**src/design/lctrf_defines.svh**
```systemverilog
// Purpose: offsets, field positions, reset values and wrap counts
// Assumes: byte addresses on a 32-bit register bus
// Notes: definitions only
`ifndef LCTRF_DEFINES_SVH
`define LCTRF_DEFINES_SVH

`define LCTRF_ADDR_CYCLE_TIME 12'h0F0
`define LCTRF_ADDR_FILT_SET 12'h100
`define LCTRF_ADDR_FILT_CLR 12'h104
`define LCTRF_ADDR_CTRL 12'h110

`define LCTRF_FILT_RESET 32'h00000000
`define LCTRF_CTRL_RESET 3'h0
`define LCTRF_TIME_RESET 32'h00000000

`define LCTRF_CTRL_MASTER 0
`define LCTRF_CTRL_FREE_RUN 1
`define LCTRF_CTRL_EXT_MODE 2

`define LCTRF_SEC_MSB 31
`define LCTRF_SEC_LSB 25
`define LCTRF_CYC_MSB 24
`define LCTRF_CYC_LSB 12
`define LCTRF_OFS_MSB 11
`define LCTRF_OFS_LSB 0

`define LCTRF_OFS_LAST 12'hBFF
`define LCTRF_CYC_LAST 13'h1F3F

`define LCTRF_ALL_BUS_BIT 31
`define LCTRF_NODE_BASE 6'h20
`define LCTRF_NODE_BCAST 6'h3F
`define LCTRF_BUS_LOCAL 10'h3FF

`define LCTRF_RESP_OKAY 2'h0
`define LCTRF_RESP_SLVERR 2'h2

`endif

```
**src/design/lctrf_pkg.sv**
```systemverilog
// Purpose: types shared by the cycle timer and request filter block
// Assumes: nothing
// Notes: numbers live in lctrf_defines.svh
`default_nettype none
package lctrf_pkg;
  typedef enum logic [1:0] {
    W_IDLE = 2'h0,
    W_ADDR = 2'h1,
    W_RESP = 2'h3,
    W_DATA = 2'h2
  } lctrf_wr_e;

  typedef struct packed {
    logic [6:0] seconds_field;
    logic [12:0] cycle_number_field;
    logic [11:0] tick_offset_field;
  } lctrf_time_s;

  typedef struct packed {
    lctrf_wr_e wst;
    logic [11:0] awaddr;
    logic [31:0] wdata;
    logic [3:0] wstrb;
    logic awready;
    logic wready;
    logic bvalid;
    logic [1:0] bresp;
    logic arready;
    logic rvalid;
    logic [31:0] rdata;
    logic [1:0] rresp;
    logic [31:0] filter;
    logic [2:0] ctrl;
    logic [1:0] ref_sync;
    logic [1:0] ext_sync;
    logic ref_last;
    logic ext_last;
    logic ref_tick;
    logic ext_tick;
    logic sw_load;
    logic [31:0] sw_data;
    logic cs_load;
    logic [31:0] cs_data;
    logic tx_valid;
    logic [31:0] tx_data;
    logic req_done;
    logic req_upper;
    logic req_accept;
  } lctrf_top_s;
endpackage
`default_nettype wire

```
**src/design/lctrf_timer_if.sv**
```systemverilog
// Purpose: carrier between the register side and the cycle counter
// Assumes: single clock
// Notes: ctl drives requests, tmr returns the running value
`default_nettype none
interface lctrf_timer_if;
  logic ref_tick;
  logic ext_tick;
  logic ext_mode;
  logic run;
  logic sw_load;
  logic [31:0] sw_data;
  logic cs_load;
  logic [31:0] cs_data;
  lctrf_pkg::lctrf_time_s value;
  modport ctl(
    output ref_tick, ext_tick, ext_mode, run,
    output sw_load, sw_data, cs_load, cs_data,
    input value
  );
  modport tmr(
    input ref_tick, ext_tick, ext_mode, run,
    input sw_load, sw_data, cs_load, cs_data,
    output value
  );
endinterface
`default_nettype wire

```
**src/design/lctrf_timer.sv**
```systemverilog
// Purpose: seconds / cycle / offset counter
// Assumes: ticks are one-cycle pulses on the core clock
// Notes: software load beats a received load, which beats counting
`default_nettype none
module lctrf_timer (
  input wire logic clk,
  input wire logic rst,
  lctrf_timer_if.tmr tif
);
  import lctrf_pkg::*;
  `include "lctrf_defines.svh"

  lctrf_time_s cur;
  lctrf_time_s next_cur;

  function automatic lctrf_time_s bump_cycle(input lctrf_time_s t);
    lctrf_time_s r;
    r = t;
    r.tick_offset_field = 12'h000;
    if (t.cycle_number_field == `LCTRF_CYC_LAST) begin
      r.cycle_number_field = 13'h0000;
      r.seconds_field = t.seconds_field + 7'h01;
    end else begin
      r.cycle_number_field = t.cycle_number_field + 13'h0001;
    end
    return r;
  endfunction

  always_comb begin
    next_cur = cur;
    if (tif.sw_load) begin
      next_cur = tif.sw_data;
    end else if (tif.cs_load) begin
      next_cur = tif.cs_data;
    end else if (tif.ext_mode) begin
      if (tif.ext_tick) begin
        next_cur = bump_cycle(cur);
      end else if (tif.ref_tick && tif.run) begin
        next_cur.tick_offset_field = cur.tick_offset_field + 12'h001;
      end
    end else if (tif.ref_tick && tif.run) begin
      if (cur.tick_offset_field == `LCTRF_OFS_LAST) begin
        next_cur = bump_cycle(cur);
      end else begin
        next_cur.tick_offset_field = cur.tick_offset_field + 12'h001;
      end
    end
  end

  always_ff @(posedge clk) begin
    if (rst) begin
      cur <= `LCTRF_TIME_RESET;
    end else begin
      cur <= next_cur;
    end
  end

  assign tif.value = cur;
endmodule
`default_nettype wire

```
**src/design/lctrf_top.sv**
```systemverilog
// Purpose: isochronous cycle timer and upper request filter registers
// Assumes: AXI4-Lite slave on CORE_CLK, 125 MHz, sync reset RST
// Notes: reference and 8 kHz clocks arrive on pins and are synchronised
`default_nettype none

module lctrf_top (
  input wire logic CORE_CLK,
  input wire logic RST,
  input wire logic [11:0] AWADDR,
  input wire logic AWVALID,
  output logic AWREADY,
  input wire logic [31:0] WDATA,
  input wire logic [3:0] WSTRB,
  input wire logic WVALID,
  output logic WREADY,
  output logic [1:0] BRESP,
  output logic BVALID,
  input wire logic BREADY,
  input wire logic [11:0] ARADDR,
  input wire logic ARVALID,
  output logic ARREADY,
  output logic [31:0] RDATA,
  output logic [1:0] RRESP,
  output logic RVALID,
  input wire logic RREADY,
  input wire logic REF_CLK_PIN,
  input wire logic EXT_CYCLE_CLK_PIN,
  input wire logic RX_CS_VALID,
  input wire logic [31:0] RX_CS_DATA,
  input wire logic TX_CS_REQ,
  output logic TX_CS_VALID,
  output logic [31:0] TX_CS_DATA,
  input wire logic REQ_VALID,
  input wire logic [9:0] REQ_SRC_BUS,
  input wire logic [5:0] REQ_SRC_NODE,
  input wire logic [9:0] LOCAL_BUS,
  output logic REQ_DONE,
  output logic REQ_UPPER,
  output logic REQ_ACCEPT
);
  import lctrf_pkg::*;
  `include "lctrf_defines.svh"

  lctrf_top_s s;
  lctrf_top_s next_s;
  lctrf_timer_if tif();

  logic aw_fire;
  logic w_fire;
  logic ar_fire;
  logic have_addr;
  logic have_data;
  logic [11:0] wr_addr;
  logic [31:0] wr_data;
  logic [31:0] wr_mask;
  logic [31:0] cur_time;
  logic src_local;
  logic [4:0] node_idx;
  logic [11:0] rd_addr;

  // byte strobes to bit mask
  function automatic logic [31:0] strb_mask(input logic [3:0] strb);
    logic [31:0] m;
    m = {{8{strb[3]}}, {8{strb[2]}}, {8{strb[1]}}, {8{strb[0]}}};
    return m;
  endfunction

  // word-aligned byte address
  function automatic logic [11:0] word_addr(input logic [11:0] a);
    logic [11:0] w;
    w = {a[11:2], 2'h0};
    return w;
  endfunction

  // byte-lane merge of a new word into an old one
  function automatic logic [31:0] lane_merge(
    input logic [31:0] old_word,
    input logic [31:0] new_word,
    input logic [31:0] mask
  );
    logic [31:0] w;
    w = (old_word & ~mask) | (new_word & mask);
    return w;
  endfunction

  // mapped register check
  function automatic logic is_mapped(input logic [11:0] a);
    logic hit;
    hit = (a == `LCTRF_ADDR_CYCLE_TIME) ||
          (a == `LCTRF_ADDR_FILT_SET) ||
          (a == `LCTRF_ADDR_FILT_CLR) ||
          (a == `LCTRF_ADDR_CTRL);
    return hit;
  endfunction

  // read data selection
  function automatic logic [31:0] read_mux(
    input logic [11:0] a,
    input logic [31:0] t,
    input logic [31:0] f,
    input logic [2:0] c
  );
    logic [31:0] d;
    d = 32'h00000000;
    case (a)
      `LCTRF_ADDR_CYCLE_TIME: begin
        d = t;
      end
      `LCTRF_ADDR_FILT_SET: begin
        d = f;
      end
      `LCTRF_ADDR_FILT_CLR: begin
        d = f;
      end
      `LCTRF_ADDR_CTRL: begin
        d = {29'h00000000, c};
      end
      default: begin
        d = 32'h00000000;
      end
    endcase
    return d;
  endfunction

  lctrf_timer u_timer (
    .clk(CORE_CLK),
    .rst(RST),
    .tif(tif)
  );

  assign cur_time = tif.value;
  assign tif.ref_tick = s.ref_tick;
  assign tif.ext_tick = s.ext_tick;
  assign tif.ext_mode = s.ctrl[`LCTRF_CTRL_EXT_MODE];
  assign tif.sw_load = s.sw_load;
  assign tif.sw_data = s.sw_data;
  assign tif.cs_load = s.cs_load;
  assign tif.cs_data = s.cs_data;

  // master always counts reference ticks, others only when free running
  assign tif.run = s.ctrl[`LCTRF_CTRL_MASTER] |
                   s.ctrl[`LCTRF_CTRL_FREE_RUN];

  assign aw_fire = AWVALID && s.awready;
  assign w_fire = WVALID && s.wready;
  assign ar_fire = ARVALID && s.arready;
  assign have_addr = aw_fire || (s.wst == W_ADDR);
  assign have_data = w_fire || (s.wst == W_DATA);
  assign wr_addr = aw_fire ? word_addr(AWADDR) : s.awaddr;
  // reads decode the word that holds the byte address
  assign rd_addr = word_addr(ARADDR);
  assign wr_data = w_fire ? WDATA : s.wdata;
  assign wr_mask = strb_mask(w_fire ? WSTRB : s.wstrb);

  // bus number all ones also means local
  assign src_local = (REQ_SRC_BUS == LOCAL_BUS) ||
                     (REQ_SRC_BUS == `LCTRF_BUS_LOCAL);
  // filter bit n serves node n plus 32
  assign node_idx = 5'(REQ_SRC_NODE - `LCTRF_NODE_BASE);

  always_comb begin
    next_s = s;
    next_s.sw_load = 1'h0;
    next_s.cs_load = 1'h0;
    next_s.tx_valid = 1'h0;
    next_s.req_done = 1'h0;

    // pin synchronisers and rising-edge pulses
    next_s.ref_sync = {s.ref_sync[0], REF_CLK_PIN};
    next_s.ext_sync = {s.ext_sync[0], EXT_CYCLE_CLK_PIN};
    next_s.ref_last = s.ref_sync[1];
    next_s.ext_last = s.ext_sync[1];
    // one tick per reference clock rising edge
    next_s.ref_tick = s.ref_sync[1] && !s.ref_last;
    // one tick per external cycle clock rising edge
    next_s.ext_tick = s.ext_sync[1] && !s.ext_last;

    // load from received cycle start when not master
    if (RX_CS_VALID && !s.ctrl[`LCTRF_CTRL_MASTER]) begin
      next_s.cs_load = 1'h1;
      next_s.cs_data = RX_CS_DATA;
    end

    if (TX_CS_REQ && s.ctrl[`LCTRF_CTRL_MASTER]) begin
      next_s.tx_valid = 1'h1;
      next_s.tx_data = cur_time;
    end

    // check each request bound for filtered contexts
    if (REQ_VALID) begin
      next_s.req_done = 1'h1;
      if (!src_local) begin
        // remote buses only with the all-buses bit
        next_s.req_upper = 1'h1;
        next_s.req_accept = s.filter[`LCTRF_ALL_BUS_BIT];
      end else if (REQ_SRC_NODE >= `LCTRF_NODE_BASE) begin
        next_s.req_upper = 1'h1;
        if (REQ_SRC_NODE == `LCTRF_NODE_BCAST) begin
          next_s.req_accept = 1'h0;
        end else begin
          // clear bit refuses acknowledge and queueing
          next_s.req_accept = s.filter[node_idx];
        end
      end else begin
        next_s.req_upper = 1'h0;
        next_s.req_accept = 1'h0;
      end
    end

    // write address and data, either order
    if (aw_fire) begin
      next_s.awaddr = word_addr(AWADDR);
      next_s.awready = 1'h0;
    end
    if (w_fire) begin
      next_s.wdata = WDATA;
      next_s.wstrb = WSTRB;
      next_s.wready = 1'h0;
    end

    case (s.wst)
      W_IDLE: begin
        if (have_addr && have_data) begin
          next_s.wst = W_RESP;
        end else if (aw_fire) begin
          next_s.wst = W_ADDR;
        end else if (w_fire) begin
          next_s.wst = W_DATA;
        end
      end
      W_ADDR: begin
        if (w_fire) begin
          next_s.wst = W_RESP;
        end
      end
      W_DATA: begin
        if (aw_fire) begin
          next_s.wst = W_RESP;
        end
      end
      W_RESP: begin
        if (BREADY) begin
          next_s.bvalid = 1'h0;
          next_s.awready = 1'h1;
          next_s.wready = 1'h1;
          next_s.wst = W_IDLE;
        end
      end
      default: begin
        next_s.wst = W_IDLE;
      end
    endcase

    // register update as the write completes
    if (s.wst != W_RESP && have_addr && have_data) begin
      next_s.bvalid = 1'h1;
      next_s.bresp = is_mapped(wr_addr) ? `LCTRF_RESP_OKAY
                                        : `LCTRF_RESP_SLVERR;
      case (wr_addr)
        `LCTRF_ADDR_CYCLE_TIME: begin
          next_s.sw_load = 1'h1;
          next_s.sw_data = lane_merge(cur_time, wr_data, wr_mask);
        end
        `LCTRF_ADDR_FILT_SET: begin
          next_s.filter = lane_merge(s.filter, s.filter | wr_data, wr_mask);
        end
        `LCTRF_ADDR_FILT_CLR: begin
          next_s.filter = lane_merge(s.filter, s.filter & ~wr_data,
                                     wr_mask);
        end
        `LCTRF_ADDR_CTRL: begin
          // control needs its low byte lane
          if (wr_mask[0]) begin
            next_s.ctrl = wr_data[2:0];
          end
        end
        default: begin
          next_s.filter = s.filter;
        end
      endcase
    end

    // read channel
    if (ar_fire) begin
      next_s.arready = 1'h0;
      next_s.rvalid = 1'h1;
      next_s.rdata = read_mux(rd_addr, cur_time, s.filter, s.ctrl);
      next_s.rresp = is_mapped(rd_addr) ?
                     `LCTRF_RESP_OKAY : `LCTRF_RESP_SLVERR;
    end else if (s.rvalid && RREADY) begin
      next_s.rvalid = 1'h0;
      next_s.arready = 1'h1;
    end
  end

  always_ff @(posedge CORE_CLK) begin
    if (RST) begin
      s <= '0;
      s.wst <= W_IDLE;
      s.awready <= 1'h1;
      s.wready <= 1'h1;
      s.arready <= 1'h1;
      s.filter <= `LCTRF_FILT_RESET;
      s.ctrl <= `LCTRF_CTRL_RESET;
    end else begin
      s <= next_s;
    end
  end

  assign AWREADY = s.awready;
  assign WREADY = s.wready;
  assign BVALID = s.bvalid;
  assign BRESP = s.bresp;
  assign ARREADY = s.arready;
  assign RVALID = s.rvalid;
  assign RDATA = s.rdata;
  assign RRESP = s.rresp;
  assign TX_CS_VALID = s.tx_valid;
  assign TX_CS_DATA = s.tx_data;
  assign REQ_DONE = s.req_done;
  assign REQ_UPPER = s.req_upper;
  assign REQ_ACCEPT = s.req_accept;
endmodule
`default_nettype wire

```
**config.mk**
```make
export PLATFORM = sky130hd
export DESIGN_NAME = lctrf_top
export DESIGN_NICKNAME = d
export VERILOG_FILES = /design/src/design/lctrf_pkg.sv /design/src/design/lctrf_timer_if.sv /design/src/design/lctrf_timer.sv /design/src/design/lctrf_top.sv
export VERILOG_INCLUDE_DIRS = /design/src /design/src/design
export SDC_FILE = /design/constraint.sdc
export NUM_CORES = 1
export LEC_CHECK = 0
export BUFFER_PORTS_ARGS = -buffer_cell sky130_fd_sc_hd__buf_2
export CORE_MARGIN = 5
export CORE_UTILIZATION = 57
export CTS_CLUSTER_SIZE = 25
export DETAILED_ROUTE_END_ITERATION = 7
export PLACE_DENSITY = 0.81
export SLEW_MARGIN = 20
export SYNTH_ARGS = -nofsm -noshare
export SYNTH_HDL_FRONTEND = slang
export SYNTH_HIERARCHICAL = 1
export SYNTH_SLANG_ARGS = --single-unit
export TNS_END_PERCENT = 30
```
**constraint.sdc**
```tcl
create_clock -name CORE_CLK -period 2.4 [get_ports CORE_CLK]
set_input_delay 0.24 -clock CORE_CLK [delete_from_list [all_inputs] [get_ports CORE_CLK]]
set_output_delay 0.24 -clock CORE_CLK [all_outputs]
set_load 0.01 [all_outputs]
```
==> metrics.cfg <==
[timing]
maxSlewViolCount=0
slew_headroom_pct=59.1
finalClockSkew_ns=0.0101
post-route-period-util_pct=88.4
finalCriticalPeriod_ns=2.12
rsz0062_at_grt=false
max_freq_mhz=471
tns_ns=0
hold_viol=0
tightest_slew_ns=0.609
fin_ws_ns=0.279
setup_viol=0

[critical_path]
slowest_stage=o41a_1
worstPathMaxFanout=5
worstSetupPathType=flip-flop to flip-flop
critical_path_arrival_ns=2.56
critPathMaxStageDelay_ns=0.52
crit_path_start_kind=flip-flop
reg2reg_depth=7
critical_path.endpoint_type=flip-flop
required_ns=2.84
r2r_slack_ns=0.28
crit_path_cell_trace=ha_1 -> nand4_2 -> o41a_1 -> a211oi_4 -> buf_4 -> nor2_2 -> a311oi_2

[clocking]
cts_made_buffers=27
clk_pin_slew_ns=0.07
htreeDepth=1
post_cts_buffers=0
cts_sinks=266
root_buffer=clkbuf_16
insertion_delay_ns=0.54
cts_tree=built
cts_buffer_depth=3

[final_layout]
final_layout_size_suffix_gt1_share_pct=23.1
num-nets-final=1765
area_growth_pct=21.7
multiInputGateArea_sq_um=6000
final_cell_mix=266 x dfxtp_1, 210 x a21oi_1, 199 x buf_2, 186 x nand2_1, 128 x nor2_1
final_common_cell=dfxtp_1
seq_area_sq_um=5330
fillers=1639

[synthesis]
async_reset_ff_share_pct=0
synth_area_sq_um=12300
synth_top_family_by_area=compound AO/OA/AOI/OAI gates
synth_xor_area_share_pct=1.35
synth.area.mux_share_pct=4.75
synth_cell_types=79
syn_avg_cell_area_sq_um=8.62
synth_top_area_cell=dfxtp_1
synth-seq-cells=266
yosysSeqAreaShare_pct=43.2
synth_top_area_share_pct=43.2
synthAdderAreaFrac_pct=0.812
synth-simple-area-share_pct=16.9
ys.flop_type=dfxtp_1
synth-warning-count=6
synth_edf_count=0
synth_area_leaders=dfxtp_1 43%, a21oi_1 8.6%, nand2_1 5.7%
synth-compound-area-share_pct=24.5
syn_inst=1431

[pwr]
pwr-share-clk_pct=42.3
p_per_area_nw_per_um2=697
leakagePower_uw=0.00582
power.switching_uw=2680
ir_worst_vdd_mv=0.596
p_int_uw=7770
p_seq_share_pct=44.9
p_sw_share_pct=25.7
pwr-share-comb_pct=12.8

[placed_design]
dp_slack_ns=0.241
portBuffers=200
globalplace.congestion=0.905
hpwl_um=25000

[floorplan]
io_pins=207
initial_utilization_pct=58.3
rows=53
die_h_um=157
core_region_area_sq_um=21200
die_area_sq_um=24700
die_w_um=157

[detailed_routing]
drt_iter0_markers=1229
drc=0
routed_wl_um=36400
wl_per_cell_um=18.9
ant_nets=0
first_pass_iters=7
routed_via_density=6.03
dr_total_vias=11600

[run_status]
status=finished clean

[global_routing]
grt_pass1_vias=11100
grtUsageMet2_pct=45.9
use_met1_pct=38.8
busiest_layer=met2
grt_max_degree=79
grt_antenna_before_repair=0
grt_overflow=0
grt_usage_pct=28.5
grt_util_met3_pct=6.10
grt_pass1_wl_um=57500

[worst_hold_path]
hold_depth=3
hp-class=input pin to flip-flop

[job]
drv_cap=0

==> worst paths after layout <==
| path | start | to |
|---|---|---|
| worst max-delay path | u_timer/tif.value[12]$_SDFFE_PP0P_ | u_timer/tif.value[30]$_SDFFE_PP0P_ |
| worst min-delay path | WDATA[5] | s[195]$_SDFFE_PP0P_ |
| worst max register to register | u_timer/tif.value[12]$_SDFFE_PP0P_ | u_timer/tif.value[30]$_SDFFE_PP0P_ |
| worst min register to register | s[104]$_SDFF_PP0_ | tif.ext_tick$_SDFF_PP0_ |
==> cell usage after synthesis (all sizes together) (18+ instances only) <==
cell type and n:
buf 105, mux2i 45, inv 18, dfxtp 266, o21ai 33, nand2 186
nor3 44, clkbuf 66, a221oi 35, a21oi 212, a211oi 76, nor2 130
==> cell type report <==
type	count	share of cell area [%]
Tap cell	275	2.29
Multi-Input combinational cell	976	40.0
Inverter	19	0.475
Clock inverter	16	1.31
Antenna cell	2	0.0334
Clock buffer	34	4.95
Timing Repair Buffer	337	15.4
Sequential cell	266	35.5
==> layer usage <==
layer	share of wire, %	vias up	routed length [um]
met3	11	73	4090
li1	-	5473	-
met1	41	5424	14800
met2	45	636	16500
met4	2.6	0	944
met5	0	-	0
==> critical path: cells and delay by family (launching register included) <==
family / cells / cell delay (ns)
buf+inv: 1 / 0.21
compound gates: 3 / 1.06
flops: 1 / 0.34
fa+ha+maj: 1 / 0.25
simple gates: 2 / 0.18
==> through the flow <==
stage	hold WS (ns)	total power (uW)	util (%)	instances	area [sq um]
2_1_floorplan	0.336	5590	-	1432	12300
3_3_place_gp	0.371	5960	63.3	1807	13400
3_5_place_dp	0.375	6010	63.3	1807	13400
4_1_cts	0.00374	10500	70.9	1923	15000
5_1_grt	0.0217	10800	70.9	1923	15000
6_report	0.00555	10500	70.9	1925	15000
==> power by group through the flow <==
| stage | clock network, uW | logic, uW | registers (uW) |
|---|---|---|---|
| floorplan | 0 | 819 | 4770 |
| global placement | 0 | 1190 | 4780 |
| detailed placement | 0 | 1230 | 4790 |
| CTS | 4440 | 1320 | 4690 |
| global route | 4660 | 1470 | 4710 |
| finish | 4420 | 1340 | 4690 |
==> cells by family after synthesis <==
family                     Yosys count
and+or+nand+nor                    459
AOI/OAI and AO/OA                  437
DFF                                266
buffers and inverters              190
muxes                               51
xor gates and xnor gates            19
adders and majority gates            8
other                                1
==> repair_timing <==
item,4_1_cts,5_1_grt
setup endpoints to repair,0,0
endpoints found under the hold margin,67,0
resized for setup,0,0
hold buffers,66,0
Power figures use the tool's default switching activity.
